File: config.mk
export PLATFORM = sky130hd
export DESIGN_NAME = scp_clock_power
export DESIGN_NICKNAME = d
export VERILOG_FILES = /design/src/verilog/scp_pkg.sv /design/src/verilog/scp_clock_power.sv /design/src/verilog/scp_fast_divider.sv /design/src/verilog/scp_source_mux.sv
export SDC_FILE = /design/constraint.sdc
export NUM_CORES = 1
export LEC_CHECK = 0
export BUFFER_PORTS_ARGS = -buffer_cell sky130_fd_sc_hd__clkbuf_2
export CELL_PAD_IN_SITES_DETAIL_PLACEMENT = 1
export CELL_PAD_IN_SITES_GLOBAL_PLACEMENT = 2
export CORE_MARGIN = 5
export CORE_UTILIZATION = 28
export DETAILED_ROUTE_END_ITERATION = 16
export GPL_ROUTABILITY_DRIVEN = 0
export PLACE_DENSITY = 0.86
export SKIP_CTS_REPAIR_TIMING = 1
export SYNTH_ARGS = -nofsm -noshare
export SYNTH_HDL_FRONTEND = slang
export SYNTH_SLANG_ARGS = --single-unit
File: constraint.sdc
create_clock -name CLK_I -period 1.85 [get_ports CLK_I]
set_input_delay 0.0925 -clock CLK_I [delete_from_list [all_inputs] [get_ports CLK_I]]
set_output_delay 0.0925 -clock CLK_I [all_outputs]
set_load 0.005 [all_outputs]
File: src/verilog/scp_pkg.sv
// shared constants for the system clock and power control block
package scp_pkg;

    // ****************************************
    // register addresses
    // ****************************************
    localparam logic [7:0] SCP_ADDR_POWER_MODE_CONTROL = 8'h87;
    localparam logic [7:0] SCP_ADDR_CLOCK_SOURCE_SEL   = 8'hA9;
    localparam logic [7:0] SCP_ADDR_FAST_OSC_CONTROL   = 8'hB2;
    localparam logic [7:0] SCP_ADDR_FAST_OSC_TRIM      = 8'hB3;

    // ****************************************
    // field positions and reset values
    // ****************************************
    localparam int         SCP_PMC_IDLE_BIT     = 0;
    localparam int         SCP_PMC_STOP_BIT     = 1;
    localparam int         SCP_PMC_FLAGS_LSB    = 2;
    localparam int         SCP_FOC_SUSPEND_BIT  = 5;
    localparam int         SCP_FOC_ENABLE_BIT   = 7;
    localparam logic [5:0] SCP_FLAGS_RESET      = 6'h00;
    localparam logic [1:0] SCP_DIV_CODE_RESET   = 2'h0;
    localparam logic       SCP_FAST_EN_RESET    = 1'b1;
    localparam logic [7:0] SCP_READ_ZERO        = 8'h00;

    // ****************************************
    // clock source codes
    // ****************************************
    localparam logic [2:0] SCP_SRC_FAST_DIV   = 3'h0;
    localparam logic [2:0] SCP_SRC_EXTERNAL   = 3'h1;
    localparam logic [2:0] SCP_SRC_SLOW_DIV   = 3'h2;
    localparam logic [2:0] SCP_SRC_FAST_DIRECT = 3'h3;
    localparam logic [2:0] SCP_SRC_LOW_POWER  = 3'h5;
    localparam int         SCP_NUM_SRC        = 5;

    // ****************************************
    // divider: ratio is 16 shifted right by the code
    // ****************************************
    localparam logic [4:0] SCP_DIV_MAX_RATIO  = 5'h10;

    // ****************************************
    // power mode states
    // ****************************************
    typedef enum logic [3:0] {
        SCP_PM_RUN     = 4'h1,
        SCP_PM_IDLE    = 4'h2,
        SCP_PM_STOP    = 4'h4,
        SCP_PM_SUSPEND = 4'h8
    } scp_pm_e;

    // maps a source code to a one-hot source vector, zero when reserved
    function automatic logic [SCP_NUM_SRC-1:0] scp_src_decode(input logic [2:0] code);
        logic [SCP_NUM_SRC-1:0] v;
        v = '0;
        if (code == SCP_SRC_FAST_DIV)
            v[0] = 1'b1;
        else if (code == SCP_SRC_EXTERNAL)
            v[1] = 1'b1;
        else if (code == SCP_SRC_SLOW_DIV)
            v[2] = 1'b1;
        else if (code == SCP_SRC_FAST_DIRECT)
            v[3] = 1'b1;
        else if (code == SCP_SRC_LOW_POWER)
            v[4] = 1'b1;
        return v;
    endfunction

endpackage

File: src/verilog/scp_clock_power.sv
// system clock source selection and low-power mode control
//
// What this block does
// stop bit halts processor and fast oscillator; reads as zero
// idle bit gates processor clock only; reads as zero
// six upper power bits are plain scratch flags, reset zero
// source code picks fast/div, external, slow/div, fast direct, low-power
// source may change while running; software selects only settled sources
// external oscillator tick stays available to timers and counter array
// low-power oscillator runs while it is the selected source or the mux still uses it
// fast and slow oscillators usable right after the enabling write
// crystal valid flag set once the external crystal settles
// software waits 1 ms after enabling crystal before reading valid flag
// reset returns source code to divided fast oscillator
// fast path divides by 2, 4, 8 or 16, sixteen after reset
// suspend bit stops fast oscillator; clocks halt when it drives system
// wake on port 0 match, port 1 match, comparator low, timer 3 overflow
// wake resumes everything, with or without interrupt
// seven-bit trim sets oscillator period, zero fastest, reset value trimmed
// unused upper bits read zero and ignore writes
// divider code 00 is 16, 01 is 8, 10 is 4, 11 is 2
// software selects fast oscillator before requesting stop
// idle ends on enabled interrupt or reset, idle request cleared
// mode requests act only after the setting instruction completes
// source switch makes no truncated or glitch pulses
`timescale 1ns/1ns
module scp_clock_power
    import scp_pkg::*;
#(
    parameter logic [6:0] TRIM_RESET = 7'h40   // factory trim stand-in, arbitrary
)
(
    // clock and reset
    input  wire logic       CLK_I,
    input  wire logic       RST_I,
    // special function register port
    input  wire logic [7:0] SFR_ADDR_I,
    input  wire logic [7:0] SFR_WDATA_I,
    input  wire logic       SFR_WR_I,
    input  wire logic       SFR_RD_I,
    output logic [7:0]      SFR_RDATA_O,
    // processor status
    input  wire logic       INSTR_DONE_I,
    input  wire logic       IRQ_PENDING_I,
    // suspend wake events
    input  wire logic       PORT0_MATCH_I,
    input  wire logic       PORT1_MATCH_I,
    input  wire logic       CMP0_ENABLED_I,
    input  wire logic       CMP0_OUT_I,
    input  wire logic       TMR3_OVF_I,
    // oscillator ticks, one cycle each
    input  wire logic       FAST_OSC_TICK_I,
    input  wire logic       EXT_OSC_TICK_I,
    input  wire logic       SLOW_OSC_TICK_I,
    input  wire logic       LOWPWR_OSC_TICK_I,
    input  wire logic       XTAL_SETTLED_I,
    // oscillator controls
    output logic            FAST_OSC_RUN_O,
    output logic            LOWPWR_OSC_EN_O,
    output logic [6:0]      FAST_OSC_TRIM_O,
    output logic            CRYSTAL_VALID_O,
    // clocks to the rest of the device
    output logic            SYSTEM_CLOCK_O,
    output logic            CPU_CLOCK_O,
    output logic            PERIPH_CLOCK_O,
    output logic            EXT_TIMER_TICK_O,
    output logic [3:0]      POWER_MODE_O
);

    initial
    begin
        if (TRIM_RESET > 7'h7F)
            $error("trim reset value out of range");
    end

    // ****************************************
    // register state
    // ****************************************
    logic [5:0]             scratch_flags_r;
    logic [2:0]             clock_source_code_r;
    logic                   fast_osc_enable_r;
    logic                   suspend_r;
    logic [1:0]             fast_osc_divider_code_r;
    logic [6:0]             fast_oscillator_trim_r;
    logic                   stop_pend_r;
    logic                   idle_pend_r;
    logic                   susp_pend_r;
    scp_pm_e                pm_r;
    scp_pm_e                pm_nxt;
    logic [7:0]             rdata_nxt;

    // ****************************************
    // write strobes and wake logic
    // ****************************************
    logic                   wr_pmc_w;
    logic                   wr_sel_w;
    logic                   wr_foc_w;
    logic                   wr_trim_w;
    logic                   wake_w;
    logic                   fast_is_sys_w;
    logic [SCP_NUM_SRC-1:0] sel_vec_w;
    logic [SCP_NUM_SRC-1:0] cur_vec_w;
    logic [SCP_NUM_SRC-1:0] ticks_w;
    logic                   fast_tick_w;
    logic                   div_tick_w;
    logic                   sys_tick_w;

    assign wr_pmc_w  = SFR_WR_I && SFR_ADDR_I == SCP_ADDR_POWER_MODE_CONTROL;
    assign wr_sel_w  = SFR_WR_I && SFR_ADDR_I == SCP_ADDR_CLOCK_SOURCE_SEL;
    assign wr_foc_w  = SFR_WR_I && SFR_ADDR_I == SCP_ADDR_FAST_OSC_CONTROL;
    assign wr_trim_w = SFR_WR_I && SFR_ADDR_I == SCP_ADDR_FAST_OSC_TRIM;

    // any of the four wake sources
    assign wake_w = PORT0_MATCH_I || PORT1_MATCH_I
                 || (CMP0_ENABLED_I && !CMP0_OUT_I) || TMR3_OVF_I;

    // ****************************************
    // power control register
    // ****************************************

    // scratch flags: storage only
    always_ff @(posedge CLK_I)
    begin
        if (RST_I)
            scratch_flags_r <= SCP_FLAGS_RESET;
        else if (wr_pmc_w)
            scratch_flags_r <= SFR_WDATA_I[7:SCP_PMC_FLAGS_LSB];
    end

    // stop and idle requests wait for the instruction to finish
    always_ff @(posedge CLK_I)
    begin
        if (RST_I)
        begin
            stop_pend_r <= 1'b0;
            idle_pend_r <= 1'b0;
        end
        else
        begin
            if (wr_pmc_w && SFR_WDATA_I[SCP_PMC_STOP_BIT])
                stop_pend_r <= 1'b1;
            else if (INSTR_DONE_I)
                stop_pend_r <= 1'b0;
            if (wr_pmc_w && SFR_WDATA_I[SCP_PMC_IDLE_BIT])
                idle_pend_r <= 1'b1;
            else if (INSTR_DONE_I)
                idle_pend_r <= 1'b0;
        end
    end

    // ****************************************
    // clock source select register
    // ****************************************

    // reserved codes are ignored so the mux never loses its source
    always_ff @(posedge CLK_I)
    begin
        if (RST_I)
            clock_source_code_r <= SCP_SRC_FAST_DIV;
        else if (wr_sel_w && scp_src_decode(SFR_WDATA_I[2:0]) != '0)
            clock_source_code_r <= SFR_WDATA_I[2:0];   // see
    end

    // ****************************************
    // fast oscillator control and trim
    // ****************************************

    // enable bit and divider code
    always_ff @(posedge CLK_I)
    begin
        if (RST_I)
        begin
            fast_osc_enable_r       <= SCP_FAST_EN_RESET;
            fast_osc_divider_code_r <= SCP_DIV_CODE_RESET;
        end
        else if (wr_foc_w)
        begin
            fast_osc_enable_r       <= SFR_WDATA_I[SCP_FOC_ENABLE_BIT];
            fast_osc_divider_code_r <= SFR_WDATA_I[1:0];
        end
    end

    // suspend bit: set by write, cleared by a wake while suspended
    always_ff @(posedge CLK_I)
    begin
        if (RST_I)
        begin
            suspend_r   <= 1'b0;
            susp_pend_r <= 1'b0;
        end
        else
        begin
            if (wr_foc_w && SFR_WDATA_I[SCP_FOC_SUSPEND_BIT])
                suspend_r <= 1'b1;
            else if (pm_r == SCP_PM_SUSPEND && wake_w)
                suspend_r <= 1'b0;
            if (wr_foc_w && SFR_WDATA_I[SCP_FOC_SUSPEND_BIT])
                susp_pend_r <= 1'b1;
            else if (INSTR_DONE_I)
                susp_pend_r <= 1'b0;
        end
    end

    // trim value, bit 7 not stored
    always_ff @(posedge CLK_I)
    begin
        if (RST_I)
            fast_oscillator_trim_r <= TRIM_RESET;
        else if (wr_trim_w)
            fast_oscillator_trim_r <= SFR_WDATA_I[6:0];
    end

    // ****************************************
    // power mode state machine
    // ****************************************

    // next power mode
    always_comb
    begin
        pm_nxt = pm_r;
        case (pm_r)
            SCP_PM_RUN:
            begin
                if (INSTR_DONE_I && stop_pend_r)
                    pm_nxt = SCP_PM_STOP;   // see
                else if (INSTR_DONE_I && susp_pend_r)
                    pm_nxt = SCP_PM_SUSPEND;   // see
                else if (INSTR_DONE_I && idle_pend_r)
                    pm_nxt = SCP_PM_IDLE;   // see
            end
            SCP_PM_IDLE:
            begin
                if (IRQ_PENDING_I)
                    pm_nxt = SCP_PM_RUN;
            end
            SCP_PM_STOP:
                pm_nxt = SCP_PM_STOP;   // only reset leaves stop
            SCP_PM_SUSPEND:
            begin
                if (wake_w)
                    pm_nxt = SCP_PM_RUN;
            end
            default:
                pm_nxt = SCP_PM_RUN;
        endcase
    end

    // power mode register
    always_ff @(posedge CLK_I)
    begin
        if (RST_I)
            pm_r <= SCP_PM_RUN;
        else
            pm_r <= pm_nxt;
    end

    // ****************************************
    // oscillators and system clock
    // ****************************************

    // fast oscillator stops in stop and suspend, no settle wait otherwise
    always_ff @(posedge CLK_I)
    begin
        if (RST_I)
            FAST_OSC_RUN_O <= 1'b0;
        else
            FAST_OSC_RUN_O <= fast_osc_enable_r && pm_nxt != SCP_PM_STOP
                           && pm_nxt != SCP_PM_SUSPEND;   // see see
    end

    assign fast_tick_w = FAST_OSC_TICK_I && FAST_OSC_RUN_O;
    assign sel_vec_w   = scp_src_decode(clock_source_code_r);
    assign ticks_w     = {LOWPWR_OSC_TICK_I, fast_tick_w, SLOW_OSC_TICK_I, EXT_OSC_TICK_I, div_tick_w};

    // low-power oscillator follows selection and mux use
    always_ff @(posedge CLK_I)
    begin
        if (RST_I)
            LOWPWR_OSC_EN_O <= 1'b0;
        else
            LOWPWR_OSC_EN_O <= sel_vec_w[4] || cur_vec_w[4];
    end

    // fast divider
    scp_fast_divider u_fast_divider
    (
        .clk_i       (CLK_I),
        .rst_i       (RST_I),
        .div_code_i  (fast_osc_divider_code_r),
        .fast_tick_i (fast_tick_w),
        .div_tick_o  (div_tick_w)
    );

    // source mux
    scp_source_mux #(
        .NUM_SRC (SCP_NUM_SRC)
    ) u_source_mux
    (
        .clk_i      (CLK_I),
        .rst_i      (RST_I),
        .sel_i      (sel_vec_w),
        .tick_i     (ticks_w),
        .cur_o      (cur_vec_w),
        .sys_tick_o (sys_tick_w)
    );

    assign fast_is_sys_w = cur_vec_w[0] || cur_vec_w[3];

    // clock pulses to processor and peripherals
    assign SYSTEM_CLOCK_O = sys_tick_w;
    assign CPU_CLOCK_O    = sys_tick_w && pm_r == SCP_PM_RUN;
    assign PERIPH_CLOCK_O = sys_tick_w && pm_r != SCP_PM_STOP
                         && !(pm_r == SCP_PM_SUSPEND && fast_is_sys_w);   // see
    assign POWER_MODE_O   = pm_r;

    // external tick to timers and counter array, any selection
    always_ff @(posedge CLK_I)
    begin
        if (RST_I)
            EXT_TIMER_TICK_O <= 1'b0;
        else
            EXT_TIMER_TICK_O <= EXT_OSC_TICK_I;
    end

    // crystal valid flag
    always_ff @(posedge CLK_I)
    begin
        if (RST_I)
            CRYSTAL_VALID_O <= 1'b0;
        else
            CRYSTAL_VALID_O <= XTAL_SETTLED_I;
    end

    assign FAST_OSC_TRIM_O = fast_oscillator_trim_r;

    // ****************************************
    // register read
    // ****************************************

    // read mux, idle and stop request bits always zero
    always_comb
    begin
        rdata_nxt = SCP_READ_ZERO;
        if (SFR_ADDR_I == SCP_ADDR_POWER_MODE_CONTROL)
            rdata_nxt = {scratch_flags_r, 2'b00};   // see
        else if (SFR_ADDR_I == SCP_ADDR_CLOCK_SOURCE_SEL)
            rdata_nxt = {5'b00000, clock_source_code_r};
        else if (SFR_ADDR_I == SCP_ADDR_FAST_OSC_CONTROL)
            rdata_nxt = {fast_osc_enable_r, FAST_OSC_RUN_O, suspend_r, 3'b000,
                         fast_osc_divider_code_r};
        else if (SFR_ADDR_I == SCP_ADDR_FAST_OSC_TRIM)
            rdata_nxt = {1'b0, fast_oscillator_trim_r};
    end

    // read data register
    always_ff @(posedge CLK_I)
    begin
        if (RST_I)
            SFR_RDATA_O <= SCP_READ_ZERO;
        else if (SFR_RD_I)
            SFR_RDATA_O <= rdata_nxt;
    end

endmodule // scp_clock_power

File: src/verilog/scp_fast_divider.sv
// divider of the fast oscillator tick by 2, 4, 8 or 16
`timescale 1ns/1ns
module scp_fast_divider
    import scp_pkg::*;
(
    // clock and reset
    input  wire logic       clk_i,
    input  wire logic       rst_i,
    // control and ticks
    input  wire logic [1:0] div_code_i,
    input  wire logic       fast_tick_i,
    output logic            div_tick_o
);

    logic [3:0] cnt_r;
    logic [3:0] last_w;

    // last count of a period: ratio minus one
    assign last_w = 4'((SCP_DIV_MAX_RATIO >> div_code_i) - 5'h01);

    // count fast ticks, pulse once per period
    always_ff @(posedge clk_i)
    begin
        if (rst_i)
        begin
            cnt_r      <= 4'h0;
            div_tick_o <= 1'b0;
        end
        else
        begin
            div_tick_o <= 1'b0;
            if (fast_tick_i)
            begin
                if (cnt_r >= last_w)   // shrinking ratio ends period now
                begin
                    cnt_r      <= 4'h0;
                    div_tick_o <= 1'b1;
                end
                else
                    cnt_r <= cnt_r + 4'h1;
            end
        end
    end

endmodule // scp_fast_divider

File: src/verilog/scp_source_mux.sv
// glitch-free selection of the system clock tick among five sources
`timescale 1ns/1ns
module scp_source_mux
    import scp_pkg::*;
#(
    parameter int NUM_SRC = SCP_NUM_SRC
)
(
    // clock and reset
    input  wire logic               clk_i,
    input  wire logic               rst_i,
    // selection and source ticks
    input  wire logic [NUM_SRC-1:0] sel_i,
    input  wire logic [NUM_SRC-1:0] tick_i,
    output logic [NUM_SRC-1:0]      cur_o,
    output logic                    sys_tick_o
);

    initial
    begin
        if (NUM_SRC != SCP_NUM_SRC)
            $error("source count must match the source codes");
    end

    logic cur_busy_w;
    logic new_busy_w;

    assign cur_busy_w = |(cur_o & tick_i);
    assign new_busy_w = |(sel_i & tick_i);

    // change source only in a quiet cycle of both old and new source
    always_ff @(posedge clk_i)
    begin
        if (rst_i)
            cur_o <= NUM_SRC'(1);
        else if (sel_i != cur_o && !cur_busy_w && !new_busy_w)   // see
            cur_o <= sel_i;
    end

    // whole pulses of the current source only
    always_ff @(posedge clk_i)
    begin
        if (rst_i)
            sys_tick_o <= 1'b0;
        else
            sys_tick_o <= cur_busy_w;
    end

endmodule // scp_source_mux

==> results.env <==
OUTCOME='finished, final reports clean'
CELLINTERNALPOWER_mW=1.73
FIN_TOTAL_PWR_mW=2.21
FINAL_MIN_PERIOD_OVER_CLOCK_PERIOD_PCT=99.2
WORSTSKEWPAIRLATENCY_NS=0.31
AVGVIACOUNTPERCELL=5.24
ANTENNA_FOUND_INITIAL=0
SYNTHCELLS=302
VIA_COUNT=2475
TNS_NS=0
GRT.MET1_USAGE_PCT=18.5
CLK_TRANSITION_REPORTED_PATHS_NS=0.09
STDCELL_AREA_UM2=3120
GRT_START_MAX_NET_PINS=26
YS_TYPES=58
DESIGN.DIE.AREA_UM2=11000
GROUTE.LAYER.MET2.USAGE_PCT=21.9
STD_CELL_ROWS=34
DIE-WIDTH_UM=105
DRC=0
FINAL_PERIOD_MINUS_WORST_SETUP_SLACK_NS=1.84
RR_STARTPOINT='u_source_mux.cur_o[2]$_SDFFE_PP0P_'
POWER_FRAC_SEQ_PCT=49.6
R2R-END='u_source_mux.cur_o[2]$_SDFFE_PP0P_'
GR-USAGE-MET3_PCT=2.90
CLOCK_PATH_BUFFERS=2
TIMING.HOLD.WORST.CLASS='input pin to flip-flop'
CLOCK_ROOT_BUFFER_MASTER='clkbuf_8'
NETSWITCHINGPOWER_uW=482
CRIT_CHAIN='or4_1, o31a_2, a221oi_4, o21ai_0, a21oi_1'
INSERTED_CLOCK_BUFFERS=5
CLKSINKCOUNT=50
MAX_CAPACITANCE_VIOLATION_TOTAL=0
VIAS_IN_THE_FIRST_GLOBAL_ROUTE=2519
CRIT_SLOWEST_CELL='or4_1'
GR-USAGE-ALL-LAYERS_PCT=13.7
SEQ_AREA_FRAC_SYNTH_PCT=39.9
DIE_H_UM=105
CORE_REGION_AREA_UM2=8720
GRT_FIRST_PASS_WIRELENGTH_UM=12400
IOPINCOUNT=58
DP.FINAL_HPWL_UM=5780
DETAILEDROUTE.FIRSTPASSITERATIONCOUNT=4
SYNTHTOLAYOUTAREAGROWTH_PCT=24.3
PWR-SHARE-CLK_PCT=43.7
NUM-NETS-FINAL=400
ASYNC_SET_OR_RESET_REGISTER_RATIO_AFTER_SYNTHESIS_PCT=0
WORST_CLOCK_SKEW_NS=0.00696
POWER.SHARE.SWITCHING_PCT=21.8
SYNTH_NETS=339
YS_SEQ_ELEMENTS=50
IO_BUFFER_COUNT=57
TIMING.HOLD.WORST_PATH_DEPTH=2
TIMING.FINAL.MAX_SLEW_VIOLATIONS=0
CRITICAL_PATH.ENDPOINT_TYPE='flip-flop'
DRIVE_GT1_SHARE_PCT=27.2
SETUP_VIOL_COUNT_FINAL=0
POWER.DENSITY_nW_PER_UM2=708
HOLD_START='XTAL_SETTLED_I'
CRITPATHMAXSTAGEDELAY_NS=0.53
CTS_TREE='built'
CP_DATA_ARRIVAL_TIME_NS=2.07
GRT_SETUP_UNREPAIRED='true'
SLEW_AT_THE_PIN_CLOSEST_TO_ITS_MAX_SLEW_LIMIT_NS=0.718
TIMING_HOLD_VIOLATIONS_FINAL=0
CRITICAL_PATH_CLASS='flip-flop to flip-flop'
START_UTIL_PCT=28.8
NFILLCELLS=1054
SYNTH_ENABLE_FLOP_CELLS=0
R2R_CELLS=5
WHS_ENDPOINT='CRYSTAL_VALID_O$_SDFF_PP0_'
FINAL-SEQ-AREA_UM2=1010
CP_MAX_FO=6
PLACED_CELL_AREA_UM2=2950
N_ANTENNA_CELL=0
CP-START-KIND='flip-flop'
WIRELENGTH_UM=7620
SYNTH_FLOP_CELL='dfxtp_1'
WORST_EP_REQUIRED_TIME_NS=2.09
DRT_ITER0_DRC=121
TIMING.FMAX_GHz=0.545
SYNTH_WARNINGS=0
COMB_POWER_SHARE_PCT=6.7
HTREE_LEVELS=2
SYNTHESIS.AREA_PER_INSTANCE_UM2=8.32
TIMING.REG2REG.SETUP_SLACK_NS=0.01
CELLLEAKAGEPOWER_nW=1.26
GRT_BUSIEST_LAYER='met2'
SYNTHESIS.AREA_UM2=2510
ANTENNA_LEFT=0
MULTIINPUTGATEAREA_UM2=1430
VDD_IR_DROP_MAX_mV=0.359
TIMING.SLEW.HEADROOM_PCT=51.7
GRT_OVERFLOW=0
WL_PER_CELL_UM=16.1
## per-stage QoR
step                      util [%]  hold slack, ns  cells  setup slack (ns)
after floorplan                  -           0.210    302            0.0693
after global placement        33.9           0.308    464            0.0374
after global routing          35.8          0.0159    472           -0.0886
final                         35.8        0.000798    472            0.0142
after CTS                     35.5        -0.00741    472           -0.0335
after detailed placement      33.9           0.308    464           -0.0207
## state kept, by name (all words and copies together), names as in the netlist, 2 cells and up
| register | cells |
|---|---|
| scratch_flags_r | 6 |
| fast_osc_divider_code_r | 2 |
| clock_source_code_r | 3 |
| u_fast_divider.cnt_r | 4 |
| POWER_MODE_O | 4 |
| SFR_RDATA_O | 8 |
| FAST_OSC_TRIM_O | 7 |
| u_source_mux.cur_o | 5 |
## cell families after synthesis
kind of cell / synth area share [%]
multiplexers: 2.49
buffers and inverters: 4.09
AO/OA/AOI/OAI: 20.5
adder cells (fa/ha/maj): 2.49
flip-flops: 39.9
AND/OR/NAND/NOR: 29.2
XOR/XNOR: 1.40
## worst max-delay path: cells and delay by family, from the launching register on
kind	cells	cell delay, ns
AOI/OAI and AO/OA	4	0.88
DFF	1	0.37
and+or+nand+nor	1	0.53
## power groups by stage
stage,Clock [mW],Sequential (mW),Combinational [mW]
finish,0.965,1.10,0.148
global route,1.04,1.10,0.166
CTS,0.986,1.10,0.149
detailed placement,0,1.12,0.148
global placement,0,1.12,0.145
floorplan,0,1.12,0.0630
## layout make-up
| type | count | share of cell area (%) |
|---|---|---|
| Tap cell | 108 | 4.33 |
| Timing Repair Buffer | 70 | 12.3 |
| Sequential cell | 50 | 32.3 |
| Clock inverter | 2 | 1.92 |
| Inverter | 7 | 0.842 |
| Clock buffer | 6 | 2.65 |
| Multi-Input combinational cell | 229 | 45.7 |
## worst max path at each step
stage | from | endpoint | depth (start not counted)
2_1_floorplan | clock_source_code_r[2]$_SDFFE_PP0P_ | u_source_mux.cur_o[0]$_SDFFE_PP1P_ | 6
6_report | u_source_mux.cur_o[2]$_SDFFE_PP0P_ | u_source_mux.cur_o[2]$_SDFFE_PP0P_ | 5
5_1_grt | u_source_mux.cur_o[2]$_SDFFE_PP0P_ | u_source_mux.cur_o[2]$_SDFFE_PP0P_ | 5
4_1_cts | clock_source_code_r[2]$_SDFFE_PP0P_ | u_source_mux.cur_o[4]$_SDFFE_PP0P_ | 5
3_5_place_dp | clock_source_code_r[2]$_SDFFE_PP0P_ | u_source_mux.cur_o[4]$_SDFFE_PP0P_ | 5
3_3_place_gp | clock_source_code_r[2]$_SDFFE_PP0P_ | u_source_mux.cur_o[4]$_SDFFE_PP0P_ | 5
## per-layer routing
layer  vias up  wire [um]
met1      1182       3620
li1       1219          -
met3         9        369
met4         0        106
met5         -          0
met2        65       3520
## cells in the final DEF (no fill, tap or decap), drive strengths merged, types with 4 or more instances in the layout
cell / instances
o21ai: 11
nand4b: 4
mux2i: 4
inv: 7
buf: 13
nor3: 6
a21oi: 30
nand4: 4
dfxtp: 50
ha: 5
nand3b: 5
nand3: 15
nand2: 34
a211oi: 6
nor2b: 9
clkbuf: 63
nand2b: 4
nor2: 33
a32oi: 4
## Yosys cell counts (4+ instances only)
| master | instances | area (um2) |
|---|---|---|
| a211oi_1 | 6 | 45.0 |
| a21oi_1 | 29 | 145 |
| a32oi_1 | 4 | 35.0 |
| clkbuf_1 | 10 | 37.5 |
| dfxtp_1 | 50 | 1000 |
| ha_1 | 5 | 62.6 |
| inv_1 | 7 | 26.3 |
| mux2i_1 | 4 | 40.0 |
| nand2_1 | 34 | 128 |
| nand2b_1 | 4 | 25.0 |
| nand3_1 | 15 | 75.1 |
| nand3b_1 | 5 | 37.5 |
| nand4_1 | 4 | 25.0 |
| nand4b_1 | 4 | 35.0 |
| nor2_1 | 33 | 124 |
| nor2b_1 | 9 | 56.3 |
| nor3_1 | 6 | 30.0 |
| o21ai_0 | 10 | 50.1 |
(Power assumes the default switching activity.)
